File: config.mk
export PLATFORM = sky130hd
export DESIGN_NAME = lbsc_capture
export DESIGN_NICKNAME = d
export VERILOG_FILES = /design/src/hdl/lbsc_sync.v /design/src/hdl/lbsc_sig_reg.v /design/src/hdl/lbsc_capture.v
export VERILOG_INCLUDE_DIRS = /design/src /design/src/include
export SDC_FILE = /design/constraint.sdc
export NUM_CORES = 1
export LEC_CHECK = 0
export BUFFER_PORTS_ARGS = -buffer_cell sky130_fd_sc_hd__clkbuf_2
export CAP_MARGIN = 20
export CORE_UTILIZATION = 40
export CTS_BUF_LIST = sky130_fd_sc_hd__clkbuf_8 sky130_fd_sc_hd__clkbuf_16
export CTS_CLUSTER_SIZE = 10
export DETAILED_ROUTE_END_ITERATION = 6
export PLACE_DENSITY = 0.59
export REMOVE_ABC_BUFFERS = 1
export SLEW_MARGIN = 25
export SYNTH_ARGS = -nofsm -noshare
export SYNTH_HDL_FRONTEND = slang
export SYNTH_SLANG_ARGS = --single-unit
File: constraint.sdc
create_clock -name core_clk -period 11.7 [get_ports core_clk]
set_input_delay 2.34 -clock core_clk [delete_from_list [all_inputs] [get_ports core_clk]]
set_output_delay 2.34 -clock core_clk [all_outputs]
set_load 0.02 [all_outputs]
File: src/include/lbsc_map.vh
// Constants for the loopback signature capture block.
// Included by the signature register and capture files (not the synchroniser); holds definitions only.
`ifndef LBSC_MAP_VH
`define LBSC_MAP_VH

// ----------------------------------------------------------------
// Group widths (signals per group) and total pin synchroniser width
// ----------------------------------------------------------------
`define LBSC_CA_N 13
`define LBSC_D_N 10
`define LBSC_SYNC_W 29

// ----------------------------------------------------------------
// Capture mode codes (command/address and data share them)
// ----------------------------------------------------------------
`define LBSC_MODE_PRESET 3'h0
`define LBSC_MODE_REG 3'h2
`define LBSC_MODE_SIG 3'h3

// ----------------------------------------------------------------
// Preset values: rising bits 0, falling bits 1
// ----------------------------------------------------------------
`define LBSC_CA_PRESET 26'h2AAAAAA
`define LBSC_D_PRESET 20'hAAAAA

// ----------------------------------------------------------------
// Compressor feedback tap (second bit below the top)
// ----------------------------------------------------------------
`define LBSC_TAP_OFS 2

// ----------------------------------------------------------------
// Read-back select codes
// ----------------------------------------------------------------
`define LBSC_RB_SIG 2'h1
`define LBSC_RB_RX 2'h2
`define LBSC_RB_STICKY 2'h3

// ----------------------------------------------------------------
// Test port instruction codes
// ----------------------------------------------------------------
`define LBSC_TP_STICKY 2'h0
`define LBSC_TP_MASK 2'h1
`define LBSC_TP_CA_SIG 2'h2
`define LBSC_TP_D_SIG 2'h3

// ----------------------------------------------------------------
// Mask word layout in the test port data
// ----------------------------------------------------------------
`define LBSC_MASK_CA_LSB 0
`define LBSC_MASK_D_LSB 13

`endif

File: src/hdl/lbsc_sync.v
// Three-stage synchroniser with agreement filter for pin inputs.
// Assumes inputs are asynchronous to clk; output changes only
// once the second and third stages agree.
`timescale 1ns/1ns
module lbsc_sync #(
  parameter W = 1
) (
  input wire clk, // core clock
  input wire rst, // async reset, active high
  input wire [W-1:0] din, // asynchronous pin levels
  output reg [W-1:0] dout_q // filtered synchronous levels
);
  reg [W-1:0] s1_q;
  reg [W-1:0] s2_q;
  reg [W-1:0] s3_q;
  wire [W-1:0] agree;
  wire [W-1:0] dout_d;

  assign agree = ~(s2_q ^ s3_q);
  assign dout_d = (agree & s3_q) | (~agree & dout_q);

  always @(posedge clk or posedge rst)
  begin
    if (rst)
    begin
      s1_q <= {W{1'b0}};
      s2_q <= {W{1'b0}};
      s3_q <= {W{1'b0}};
      dout_q <= {W{1'b0}};
    end
    else
    begin
      s1_q <= din;
      s2_q <= s1_q;
      s3_q <= s2_q;
      dout_q <= dout_d;
    end
  end
endmodule // lbsc_sync

File: src/hdl/lbsc_sig_reg.v
// Per-signal signature register: preset, compress or raw store.
// Assumes rise and fall strobes are single-cycle core-clock pulses
// and that inputs are already masked by the caller.
`timescale 1ns/1ns
`include "lbsc_map.vh"
module lbsc_sig_reg #(
  parameter N = 10,
  parameter [2*N-1:0] PRESET = {N{2'b10}}
) (
  input wire clk, // core clock
  input wire rst, // async reset, active high
  input wire preset, // load preset value
  input wire sigMode, // compress captured values
  input wire regMode, // store raw values
  input wire riseEn, // true-edge sample pulse
  input wire fallEn, // complement-edge sample pulse
  input wire [N-1:0] riseIn, // values at true edge
  input wire [N-1:0] fallIn, // values at complement edge
  output reg [2*N-1:0] sig_q // register contents
);
  reg [2*N-1:0] sig_d;
  reg fb;
  integer i;

  always @*
  begin
    sig_d = sig_q;
    fb = 1'b0;
    if (riseEn && regMode)
    begin
      for (i = 0; i < N; i = i + 1)
        sig_d[2*i] = riseIn[i];
    end
    if (fallEn && regMode)
    begin
      for (i = 0; i < N; i = i + 1)
        sig_d[2*i+1] = fallIn[i];
    end
    if (riseEn && sigMode)
    begin
      fb = sig_d[2*N-1] ^ sig_d[2*N-1-`LBSC_TAP_OFS];
      sig_d = {sig_d[2*N-2:0], fb};
      for (i = 0; i < N; i = i + 1)
        sig_d[2*i] = sig_d[2*i] ^ riseIn[i];
    end
    if (fallEn && sigMode)
    begin
      fb = sig_d[2*N-1] ^ sig_d[2*N-1-`LBSC_TAP_OFS];
      sig_d = {sig_d[2*N-2:0], fb};
      for (i = 0; i < N; i = i + 1)
        sig_d[2*i+1] = sig_d[2*i+1] ^ fallIn[i];
    end
    if (preset)
      sig_d = PRESET;
  end

  always @(posedge clk or posedge rst)
  begin
    if (rst)
      sig_q <= PRESET;
    else
      sig_q <= sig_d;
  end
endmodule // lbsc_sig_reg

File: src/hdl/lbsc_capture.v
// Loopback signature capture for one channel lane set.
// Assumes host clocks, strobes and pins are asynchronous to
// core_clk and slow enough to be oversampled; command pulses,
// mode fields and test port controls are core_clk synchronous.
//
// What this block does
// - Signature mode samples cmd/addr on host clock, data on strobes.
// - Mask instruction forces selected signature inputs to zero.
// - Cmd/addr enable with mode 000 presets register and arms filter.
// - Cmd/addr mode 011 compresses, mode 010 stores raw.
// - First cmd/addr cycle after preset is discarded; rest captured.
// - Write parity keeps being checked in capture modes when enabled.
// - Data test traffic uses normal writes, latency and burst length.
// - Register mode stores rising and falling samples, two bits each.
// - Register mode keeps only the last double-rate cycle.
// - Data register mode works without any preceding preset.
// - Used filter stays off until next preset; preset overwrites seed.
// - Select 11 returns static sticky compare bits per signal.
// - Select 01 returns data signature register contents.
// - Select 10 returns last cycle held in receive samplers.
// - Read-back needs loopback, register mode, select; normal reads.
// - Test port reads both signatures; cmd/addr only via test port.
// - Presets are AAAAAh for data and 2AAAAAAh for cmd/addr.
// - Strobe preamble and postamble states are never captured.
`timescale 1ns/1ns
`include "lbsc_map.vh"
module lbsc_capture (
  input wire core_clk, // core clock, 100 MHz
  input wire rst, // async reset, active high
  input wire hostClockTrue, // host clock true phase pin
  input wire hostClockComp, // host clock complement pin
  input wire [12:0] cmdAddrGroup, // cmd/addr group pins
  input wire cmdAddrParity, // cmd/addr parity pin
  input wire writeStrobeTrue, // write strobe true pin
  input wire writeStrobeComp, // write strobe complement pin
  input wire [9:0] dataLaneGroup, // data lane group pins
  input wire dataParity, // data parity pin
  input wire caCaptureEnable, // cmd/addr capture enable
  input wire [2:0] caCaptureMode, // cmd/addr capture mode code
  input wire dataLoopbackEnable, // data loopback enable
  input wire [2:0] dataCaptureControl, // data capture mode code
  input wire [1:0] readbackSelect, // read-back source select
  input wire parityCheckEnable, // write parity check enable
  input wire writeCmd, // write command accepted pulse
  input wire [3:0] writeLatency, // write latency, host cycles
  input wire burstLen4, // 1: burst of 4, 0: burst of 2
  input wire readCmd, // read command accepted pulse
  input wire [9:0] dataMiscompare, // compare logic miss pulses
  input wire [1:0] tpInstr, // test port instruction
  input wire tpUpdate, // test port update pulse
  input wire tpCapture, // test port capture pulse
  input wire [25:0] tpDataIn, // test port shift-in word
  output reg [25:0] tpDataOut_q, // test port capture word
  output reg [9:0] readbackRise_q, // read-back rising data
  output reg [9:0] readbackFall_q, // read-back falling data
  output reg readbackValid_q, // read-back source active
  output reg caParityErr_q, // cmd/addr parity error pulse
  output reg dataParityErr_q, // data parity error pulse
  output reg caFilterArmed_q // preamble filter armed
);
  // ----------------------------------------------------------------
  // Write window states
  // ----------------------------------------------------------------
  localparam ST_IDLE = 2'b00;
  localparam ST_LAT = 2'b01;
  localparam ST_BURST = 2'b10;

  // ----------------------------------------------------------------
  // Pin synchronisation and edge detection
  // ----------------------------------------------------------------
  wire [28:0] pinRaw;
  wire [28:0] pinSync;
  reg [3:0] clkPrev_q;
  wire htRise;
  wire hcRise;
  wire wtRise;
  wire wcRise;
  wire [12:0] caPins;
  wire caPar;
  wire [9:0] dPins;
  wire dPar;

  assign pinRaw = {dataParity, dataLaneGroup, cmdAddrParity,
    cmdAddrGroup, ~writeStrobeComp, writeStrobeTrue, ~hostClockComp,
    hostClockTrue};

  lbsc_sync #(
    .W(`LBSC_SYNC_W)
  ) uPinSync (
    .clk(core_clk),
    .rst(rst),
    .din(pinRaw),
    .dout_q(pinSync)
  );

  assign htRise = pinSync[0] & ~clkPrev_q[0];
  assign hcRise = ~pinSync[1] & clkPrev_q[1];
  assign wtRise = pinSync[2] & ~clkPrev_q[2];
  assign wcRise = ~pinSync[3] & clkPrev_q[3];
  assign caPins = pinSync[16:4];
  assign caPar = pinSync[17];
  assign dPins = pinSync[27:18];
  assign dPar = pinSync[28];

  // ----------------------------------------------------------------
  // Mode decode
  // ----------------------------------------------------------------
  wire caPreset;
  wire caRegMode;
  wire caSigMode;
  wire caActive;
  wire dPreset;
  wire dRegMode;
  wire dSigMode;
  wire dActive;

  assign caPreset = caCaptureEnable &&
    (caCaptureMode == `LBSC_MODE_PRESET);
  assign caRegMode = caCaptureEnable &&
    (caCaptureMode == `LBSC_MODE_REG);
  assign caSigMode = caCaptureEnable &&
    (caCaptureMode == `LBSC_MODE_SIG);
  assign caActive = caRegMode | caSigMode;
  assign dPreset = dataLoopbackEnable &&
    (dataCaptureControl == `LBSC_MODE_PRESET);
  // No preset dependency: raw store works from any prior state
  assign dRegMode = dataLoopbackEnable &&
    (dataCaptureControl == `LBSC_MODE_REG);
  assign dSigMode = dataLoopbackEnable &&
    (dataCaptureControl == `LBSC_MODE_SIG);
  assign dActive = dRegMode | dSigMode;

  // ----------------------------------------------------------------
  // Preamble filter for the command/address group
  // ----------------------------------------------------------------
  // Filter consumes both edges of the first host cycle; it is not
  // re-armed by a clock restart, only by another preset.
  reg caSkipFall_q;
  wire caRiseEn;
  wire caFallEn;

  assign caRiseEn = caActive & htRise & ~caFilterArmed_q;
  assign caFallEn = caActive & hcRise & ~caSkipFall_q;

  always @(posedge core_clk or posedge rst)
  begin
    if (rst)
    begin
      caFilterArmed_q <= 1'b0;
      caSkipFall_q <= 1'b0;
    end
    else if (caPreset)
    begin
      caFilterArmed_q <= 1'b1;
      caSkipFall_q <= 1'b0;
    end
    else if (caActive && htRise && caFilterArmed_q)
    begin
      caFilterArmed_q <= 1'b0;
      caSkipFall_q <= 1'b1;
    end
    else if (caActive && hcRise && caSkipFall_q)
      caSkipFall_q <= 1'b0;
  end

  // ----------------------------------------------------------------
  // Write window: latency in host cycles, then burst strobe edges
  // ----------------------------------------------------------------
  // One write in flight; a second command during a window is
  // ignored, which normal write spacing never produces.
  reg [1:0] wrState_q;
  reg [1:0] wrState_d;
  reg [3:0] latCnt_q;
  reg [3:0] latCnt_d;
  reg [1:0] burstLeft_q;
  reg [1:0] burstLeft_d;
  reg fallPend_q;
  reg fallPend_d;
  wire dRiseEn;
  wire dFallEn;
  wire [1:0] burstCycles;

  assign burstCycles = burstLen4 ? 2'h2 : 2'h1;
  // Only strobe edges inside the burst window reach the samplers
  assign dRiseEn = (wrState_q == ST_BURST) & wtRise &
    ~fallPend_q;
  assign dFallEn = fallPend_q & wcRise;

  always @*
  begin
    wrState_d = wrState_q;
    latCnt_d = latCnt_q;
    burstLeft_d = burstLeft_q;
    fallPend_d = fallPend_q;
    case (wrState_q)
      ST_IDLE:
      begin
        if (writeCmd)
        begin
          latCnt_d = writeLatency;
          if (writeLatency == 4'h0)
          begin
            burstLeft_d = burstCycles;
            wrState_d = ST_BURST;
          end
          else
            wrState_d = ST_LAT;
        end
      end
      ST_LAT:
      begin
        if (htRise)
        begin
          latCnt_d = latCnt_q - 4'h1;
          if (latCnt_q == 4'h1)
          begin
            burstLeft_d = burstCycles;
            wrState_d = ST_BURST;
          end
        end
      end
      ST_BURST:
      begin
        if (dRiseEn)
          fallPend_d = 1'b1;
        else if (dFallEn)
        begin
          fallPend_d = 1'b0;
          burstLeft_d = burstLeft_q - 2'h1;
          if (burstLeft_q == 2'h1)
            wrState_d = ST_IDLE;
        end
      end
      default:
      begin
        wrState_d = ST_IDLE;
        fallPend_d = 1'b0;
      end
    endcase
  end

  always @(posedge core_clk or posedge rst)
  begin
    if (rst)
    begin
      wrState_q <= ST_IDLE;
      latCnt_q <= 4'h0;
      burstLeft_q <= 2'h0;
      fallPend_q <= 1'b0;
      clkPrev_q <= 4'h0;
    end
    else
    begin
      wrState_q <= wrState_d;
      latCnt_q <= latCnt_d;
      burstLeft_q <= burstLeft_d;
      fallPend_q <= fallPend_d;
      clkPrev_q <= pinSync[3:0];
    end
  end

  // ----------------------------------------------------------------
  // Input masks from the test port
  // ----------------------------------------------------------------
  reg [12:0] caMask_q;
  reg [9:0] dMask_q;
  wire [12:0] caIn;
  wire [9:0] dIn;

  assign caIn = caPins & ~caMask_q;
  assign dIn = dPins & ~dMask_q;

  always @(posedge core_clk or posedge rst)
  begin
    if (rst)
    begin
      caMask_q <= 13'h0000;
      dMask_q <= 10'h000;
    end
    else if (tpUpdate && tpInstr == `LBSC_TP_MASK)
    begin
      caMask_q <= tpDataIn[`LBSC_MASK_CA_LSB +: 13];
      dMask_q <= tpDataIn[`LBSC_MASK_D_LSB +: 10];
    end
  end

  // ----------------------------------------------------------------
  // Signature registers
  // ----------------------------------------------------------------
  wire [25:0] caSig;
  wire [19:0] dSig;

  // Rising bits take true edges, falling bits complement edges
  lbsc_sig_reg #(
    .N(`LBSC_CA_N),
    .PRESET(`LBSC_CA_PRESET)
  ) uCaSig (
    .clk(core_clk),
    .rst(rst),
    .preset(caPreset),
    .sigMode(caSigMode),
    .regMode(caRegMode),
    .riseEn(caRiseEn),
    .fallEn(caFallEn),
    .riseIn(caIn),
    .fallIn(caIn),
    .sig_q(caSig)
  );

  lbsc_sig_reg #(
    .N(`LBSC_D_N),
    .PRESET(`LBSC_D_PRESET)
  ) uDSig (
    .clk(core_clk),
    .rst(rst),
    .preset(dPreset),
    .sigMode(dSigMode),
    .regMode(dRegMode),
    .riseEn(dRiseEn & dActive),
    .fallEn(dFallEn & dActive),
    .riseIn(dIn),
    .fallIn(dIn),
    .sig_q(dSig)
  );

  // ----------------------------------------------------------------
  // Receive samplers, sticky bits and parity checks
  // ----------------------------------------------------------------
  reg [9:0] rxRise_q;
  reg [9:0] rxFall_q;
  reg [9:0] sticky_q;
  reg [9:0] sticky_d;

  // Preset clears, but a miss in the same cycle still lands
  always @*
  begin
    sticky_d = dPreset ? 10'h000 : sticky_q;
    sticky_d = sticky_d | dataMiscompare;
  end

  always @(posedge core_clk or posedge rst)
  begin
    if (rst)
    begin
      rxRise_q <= 10'h000;
      rxFall_q <= 10'h000;
      sticky_q <= 10'h000;
      caParityErr_q <= 1'b0;
      dataParityErr_q <= 1'b0;
    end
    else
    begin
      sticky_q <= sticky_d;
      if (dRiseEn)
        rxRise_q <= dPins;
      if (dFallEn)
        rxFall_q <= dPins;
      // Even parity over group plus parity pin
      caParityErr_q <= parityCheckEnable & (caRiseEn | caFallEn) &
        (^{caPins, caPar});
      dataParityErr_q <= parityCheckEnable & (dRiseEn | dFallEn) &
        (^{dPins, dPar});
    end
  end

  // ----------------------------------------------------------------
  // Functional read-back
  // ----------------------------------------------------------------
  // Data is latched at the read command and stays put for the
  // whole burst; the normal read path applies latency and strobes.
  wire rbEnable;
  integer k;

  assign rbEnable = dRegMode && (readbackSelect != 2'h0);

  always @(posedge core_clk or posedge rst)
  begin
    if (rst)
    begin
      readbackRise_q <= 10'h000;
      readbackFall_q <= 10'h000;
      readbackValid_q <= 1'b0;
    end
    else
    begin
      readbackValid_q <= rbEnable;
      if (readCmd && rbEnable)
      begin
        case (readbackSelect)
          `LBSC_RB_SIG:
          begin
            for (k = 0; k < 10; k = k + 1)
            begin
              readbackRise_q[k] <= dSig[2*k];
              readbackFall_q[k] <= dSig[2*k+1];
            end
          end
          `LBSC_RB_RX:
          begin
            readbackRise_q <= rxRise_q;
            readbackFall_q <= rxFall_q;
          end
          `LBSC_RB_STICKY:
          begin
            readbackRise_q <= sticky_q;
            readbackFall_q <= sticky_q;
          end
          default:
          begin
            readbackRise_q <= readbackRise_q;
            readbackFall_q <= readbackFall_q;
          end
        endcase
      end
    end
  end

  // ----------------------------------------------------------------
  // Test port capture
  // ----------------------------------------------------------------
  always @(posedge core_clk or posedge rst)
  begin
    if (rst)
      tpDataOut_q <= 26'h0000000;
    else if (tpCapture)
    begin
      case (tpInstr)
        `LBSC_TP_CA_SIG: tpDataOut_q <= caSig;
        `LBSC_TP_D_SIG: tpDataOut_q <= {6'h00, dSig};
        `LBSC_TP_STICKY: tpDataOut_q <= {16'h0000, sticky_q};
        `LBSC_TP_MASK: tpDataOut_q <= {3'h0, dMask_q, caMask_q};
        default: tpDataOut_q <= 26'h0000000;
      endcase
    end
  end
endmodule // lbsc_capture

* Word level (Yosys, flattened, before mapping)
Index checks and enable logic that the tools add are counted.
Operators by class: add/sub/neg operators 2, equal/unequal tests 22, multiplexer cells 83, bitwise logic cells 92, reductions and logical operators 40
Operators with widths (count):
- case mux 26 bit (4 select lines) | 1
- two-way mux 26 bit | 3
- two-way mux 20 bit | 3
- case mux 10 bit (3 select lines) | 2
- AND 29 bit | 2
- inverter 29 bit | 2
- two-way mux 1 bit | 53
- bitwise XOR 1 bit | 50
- OR 29 bit | 1
- bitwise XOR 29 bit | 1
- two-way mux 2 bit | 14
- logical AND 1 bit | 21
- AND 1 bit | 17
- parity 14 bit | 1
- AND 13 bit | 1
- inverter 13 bit | 1
- equality test 3 x 2 -> 1 bit, second input constant | 4
- inequality test 2 bit, second input constant | 6
- case mux 2 bit (3 select lines) | 2
- parity 11 bit | 1
- AND 10 bit | 1
- equality test 2 bit, second input constant | 5
- two-way mux 10 bit | 1
- inverter 1 bit | 10
- other kinds (22) | 36
Storage, ports and cells: flip-flop bits (word level) 279, input bits 89, output and inout bits 50, logic and storage cells 263

* Longest topological paths before layout
word-level depth 13, depth in mapped cells 9, mapped depth without buffers 7

* Modules after synthesis
From an unflattened synthesis, not the netlist that was laid out.
Unflattened totals: cell total of the unflattened synthesis 1121, area, all modules 13140.1 sq um
By module, submodules not included:
- lbsc_capture | instances 1, cells each 535, area each 5875.6 sq um, sequential area each 2927.8 sq um
- lbsc_sync | instances 1, cells each 146, area each 3233.1 sq um, sequential area each 2902.8 sq um
- lbsc_sig_reg (uCaSig) | instances 1, cells each 247, area each 2267.2 sq um, sequential area each 666.9 sq um
- lbsc_sig_reg (uDSig) | instances 1, cells each 193, area each 1764.2 sq um, sequential area each 513.0 sq um

* Worst setup path before layout
Ideal clock, no wire load.
path kind input to register, start input dataCaptureControl[0], end register uDSig.sig_q[16], library setup time 127 ps, data arrival time 3588 ps, data required time 11573 ps, slack 7985 ps, stages on the path 7, path buffers 2, cells stage by stage nor4bb_1 -> buf_2 -> and2_4 -> buf_6 -> mux2_1 -> o211ai_1 -> a21boi_1
On the way: longest elaborated chain between the ends 10, elaborated cells on any way between the ends 20, those cells by class eq/ne: 2; mux: 6; bitwise: 4; reduce/logical: 8
Ends and longest elaborated chain:
- from (decl) | RTL line lbsc_capture.v:41 | input wire [2:0] dataCaptureControl,
- equality test 3 x 2 -> 1 bit (no source line)
- logical AND 1 bit, on equally long branches | RTL line lbsc_capture.v:127, lbsc_capture.v:129
- OR 1 bit | RTL line lbsc_capture.v:131 | assign dActive = dRegMode | dSigMode;
- AND 1 bit | RTL line lbsc_capture.v:320 | .fallEn(dFallEn & dActive),
- logical AND 1 bit | RTL line lbsc_sig_reg.v:34 | if (fallEn && regMode)
- two-way mux 1 bit | RTL line lbsc_sig_reg.v:34
- bitwise XOR 1 bit | RTL line lbsc_sig_reg.v:44 | sig_d[2*i] = sig_d[2*i] ^ riseIn[i];
- two-way mux 20 bit | RTL line lbsc_sig_reg.v:39 | if (riseEn && sigMode)
- two-way mux 20 bit | RTL line lbsc_sig_reg.v:46 | if (fallEn && sigMode)
- two-way mux 20 bit (*) | RTL line lbsc_sig_reg.v:53 | if (preset)
- via uDSig.sig_d[16] | RTL line lbsc_sig_reg.v:21 | reg [2*N-1:0] sig_d;
- to (signal assigned) | RTL line lbsc_sig_reg.v:62 | sig_q <= sig_d;
- to (decl) | RTL line lbsc_sig_reg.v:19 | output reg [2*N-1:0] sig_q
The timed path passes the listed nets; every way through them passes the cells marked *. A chain may end at the register's enable or synchronous reset.

* Worst setup path after layout
start input caCaptureMode[2], end register uCaSig.sig_q[2]
On the way: longest elaborated chain between the ends 11, elaborated cells on any way between the ends 22, those cells by class eq/ne: 2; mux: 6; bitwise: 6; reduce/logical: 8
Ends and longest elaborated chain:
- from (decl) | RTL line lbsc_capture.v:39 | input wire [2:0] caCaptureMode,
- equality test 3 x 2 -> 1 bit (no source line)
- logical AND 1 bit, on equally long branches | RTL line lbsc_capture.v:119, lbsc_capture.v:121
- OR 1 bit | RTL line lbsc_capture.v:123 | assign caActive = caRegMode | caSigMode;
- AND 1 bit (2 in series) | RTL line lbsc_capture.v:143 | assign caFallEn = caActive & hcRise & ~caSkipFall_q;
- logical AND 1 bit | RTL line lbsc_sig_reg.v:34
- two-way mux 1 bit | RTL line lbsc_sig_reg.v:34
- bitwise XOR 1 bit | RTL line lbsc_sig_reg.v:44
- two-way mux 26 bit | RTL line lbsc_sig_reg.v:39
- two-way mux 26 bit | RTL line lbsc_sig_reg.v:46
- two-way mux 26 bit (*) | RTL line lbsc_sig_reg.v:53
- via uCaSig.sig_d[2] | RTL line lbsc_sig_reg.v:21
- to (signal assigned) | RTL line lbsc_sig_reg.v:62
- to (decl) | RTL line lbsc_sig_reg.v:19
Marked as above.

==> impl_metrics.tcl <==
set metrics [dict create \
    worst_hold_slack_ns 0.345 \
    synth_warnings 0 \
    netlist.top_cell.by_area "sky130_fd_sc_hd__dfrtp_1" \
    core_area_mm2 0.0309 \
    postPlaceCellArea_mm2 0.0137 \
    post_cts_setup_driven_buffer_insertion_count 0 \
    synth-seq-area-share_pct 55.2 \
    first_pass_grt_wire_length_um 53700 \
    utilization_pct 47.7 \
    synthesis.area_per_instance_um2 11.0 \
    synth_edf_count 0 \
    globalRoute.totalOverflow 0 \
    synth_common_cells "256 x sky130_fd_sc_hd__dfrtp_1, 121 x sky130_fd_sc_hd__nand2_1, 82 x sky130_fd_sc_hd__o21ai_0" \
    cts_num_sinks 279 \
    synth-seq-cells 279 \
    flow.area_growth_from_synthesis_pct 16.0 \
    worst-endpoint-arrival_ns 5.07 \
    rows 64 \
    hp-class "flop to flop" \
    unrepaired_setup_endpoints_after_global_routing "false" \
    detail_route.wl_per_cell_um 19.9 \
    post_drt_via_cell_ratio 5.52 \
    overall_via_count_from_detail_route 9294 \
    place_hpwl_um 22000 \
    synthFlopType "sky130_fd_sc_hd__dfrtp_1" \
    status "completed" \
    fraction_of_final_layout_cells_sized_beyond_drive_strength_1_pct 22.9 \
    critical_path.reg2reg.endpoint "uDSig.sig_q[2]$_DFF_PP0_" \
    design.portCount 139 \
    timing_max_transition_violations_final 0 \
    cap_violations 0 \
    synthesis.area_mm2 0.0127 \
    clock_latency_ns 0.52 \
    drt_iter0_drc 746 \
    multi_input_area_mm2 0.00532 \
    area.sequential_mm2 0.00701 \
    tritoncts_clock_tree "built" \
    rr_worst_depth 7 \
    synth_largest_type_area_fraction_pct 50.4 \
    leakage_nw 6.39 \
    netlist_instances 1150 \
    dieHeight_um 180 \
    n_antenna_cell 0 \
    design_power_total_mw 3.09 \
    cts_resized 0 \
    grt_antenna_before_repair 0 \
    post-route-period-util_pct 40.4 \
    slew_headroom_pct 33.6 \
    clock_tree.buffer_depth 3 \
    r2r_startpoint "wrState_q[0]$_DFFE_PP0P_" \
    track_usage_pct 21.1 \
    timing.setup.tns_ns 0 \
    drc 0 \
    top_area_cells_in_the_synthesized_netlist "sky130_fd_sc_hd__dfrtp_1 50%, sky130_fd_sc_hd__mux2_2 4.8%, sky130_fd_sc_hd__dfstp_2 4.8%" \
    max_freq_mhz 211 \
    synthArstFlopShare_pct 100 \
    worst_path_clk_slew_ns 0.05 \
    ctsHtreeMaxLevel 2 \
    final_antenna_net_count 0 \
    crit_type "input pin to flop" \
    vdd_ir_drop_max_mv 0.109 \
    pwr_density_cell_mw_per_mm2 210 \
    numCtsBuffers 35 \
    final_hold_vio_count 0 \
    ff2ff_setup_slack_ns 8.93 \
    cp-end-kind "flop" \
    yosysUniqueCellTypes 69 \
    cp_max_fo 22 \
    die_w_um 180 \
    initial_utilization_pct 41.1 \
    startpoint_type "input pin" \
    design.die.area_mm2 0.0325 \
    cell_chosen_for_the_clock_root "sky130_fd_sc_hd__clkbuf_16" \
    final_nets 1360 \
    setup.worst_path.start "caCaptureMode[2]" \
    place.gp.congestion 0.833 \
    synth_most_common_cell "sky130_fd_sc_hd__dfrtp_1" \
    wl_um 33400 \
    worst_setup_path_end "uCaSig.sig_q[2]$_DFF_PP0_" \
    post_route_cell_area_mm2 0.0147 \
    post-route-min-period_ns 4.73 \
    firstDrtPassIters 5 \
    grt_start_max_net_pins 141 \
    num-fill-cells 2863 \
    placement.io_buffers 135 \
    cts_hold_buffers 0 \
    worst_slew_pin_slew_ns 0.994 \
    clock-skew-final_ns 0.00845 \
    via_count_of_the_first_global_routing_pass 9229 \
    report.final.setup_viol 0 \
    crit_required_ns 12.04 \
]
cells by family (layout without fill, tap and decap cells):
group                    after synthesis  after routing  synth area share (%)
multiplexers                          93             93                  8.87
buffers and inverters                 87            225                  3.00
adder cells (fa/ha/maj)               35             35                  2.88
AO/OA/AOI/OAI                        276            276                  13.4
AND/OR/NAND/NOR                      316            316                  12.2
XOR/XNOR                              64             64                  4.41
flip-flops                           279            279                  55.2
power by group:
group	leakage (nW)	switching (mW)	total [mW]	internal, mW
Clock	0.577	0.404	0.993	0.588
Sequential	3.28	0.184	1.36	1.18
Combinational	2.53	0.404	0.739	0.335
Total	6.39	0.992	3.09	2.10
how the worst min path moves through the flow:
| stage | startpoint | to | slack [ns] | cells past startpoint |
|---|---|---|---|---|
| after CTS | uPinSync.s1_q[7]$_DFF_PP0_ | uPinSync.s2_q[7]$_DFF_PP0_ | 0.35 | 0 |
| after global placement | uPinSync.s1_q[10]$_DFF_PP0_ | uPinSync.s2_q[10]$_DFF_PP0_ | 0.33 | 0 |
| after global routing | uPinSync.s1_q[8]$_DFF_PP0_ | uPinSync.s2_q[8]$_DFF_PP0_ | 0.35 | 0 |
| final | uPinSync.s1_q[10]$_DFF_PP0_ | uPinSync.s2_q[10]$_DFF_PP0_ | 0.34 | 0 |
| after detailed placement | uPinSync.s1_q[10]$_DFF_PP0_ | uPinSync.s2_q[10]$_DFF_PP0_ | 0.33 | 0 |
| after floorplan | uPinSync.s1_q[0]$_DFF_PP0_ | uPinSync.s2_q[0]$_DFF_PP0_ | 0.33 | 0 |
through the flow:
stage	std cells	worst slack, ns
final	1684	6.97
after global placement	1624	6.50
after floorplan	1080	1.70
after detailed placement	1624	6.49
after CTS	1684	7.01
after global routing	1684	6.77
layout by cell type (no fill, tap or decap), types with 15 or more instances in the layout:
cell	n
sky130_fd_sc_hd__maj3_1	29
sky130_fd_sc_hd__mux2i_1	27
sky130_fd_sc_hd__xnor2_1	43
sky130_fd_sc_hd__mux2_2	54
sky130_fd_sc_hd__clkbuf_2	135
sky130_fd_sc_hd__nand3_1	43
sky130_fd_sc_hd__a22oi_1	15
sky130_fd_sc_hd__nor2_1	53
sky130_fd_sc_hd__a21o_1	15
sky130_fd_sc_hd__clkbuf_16	35
sky130_fd_sc_hd__a21oi_1	67
sky130_fd_sc_hd__nor2b_1	25
sky130_fd_sc_hd__nand2_1	121
sky130_fd_sc_hd__xor2_1	21
sky130_fd_sc_hd__inv_1	32
sky130_fd_sc_hd__o211ai_1	29
sky130_fd_sc_hd__dfrtp_1	256
sky130_fd_sc_hd__o21ai_0	82
sky130_fd_sc_hd__dfstp_2	23
layout make-up:
class	count	share of cell area, %
Multi-Input combinational cell	784	36.1
Clock inverter	21	0.824
Timing Repair Buffer	148	5.27
Tap cell	396	3.36
Clock buffer	39	6.32
Inverter	17	0.518
Sequential cell	279	47.6
metal layers:
layer	wire [um]	vias to the layer above	GRT usage [%]	part of all wire [%]
li1	-	4330	-	-
met1	15500	4579	30.9	46
met2	14700	326	31.2	44
met3	2270	59	4.18	6.8
met4	977	0	7.21	2.9
met5	0	-	0	0
critical path, cell delays in order:
cell and delay (ns):
sky130_fd_sc_hd__clkbuf_2 0.09, sky130_fd_sc_hd__and3b_1 0.76, sky130_fd_sc_hd__nand3_1 0.92, sky130_fd_sc_hd__nand2b_1 0.76, sky130_fd_sc_hd__o22ai_1 0.18
No activity file was read; power rests on OpenSTA's default activity.
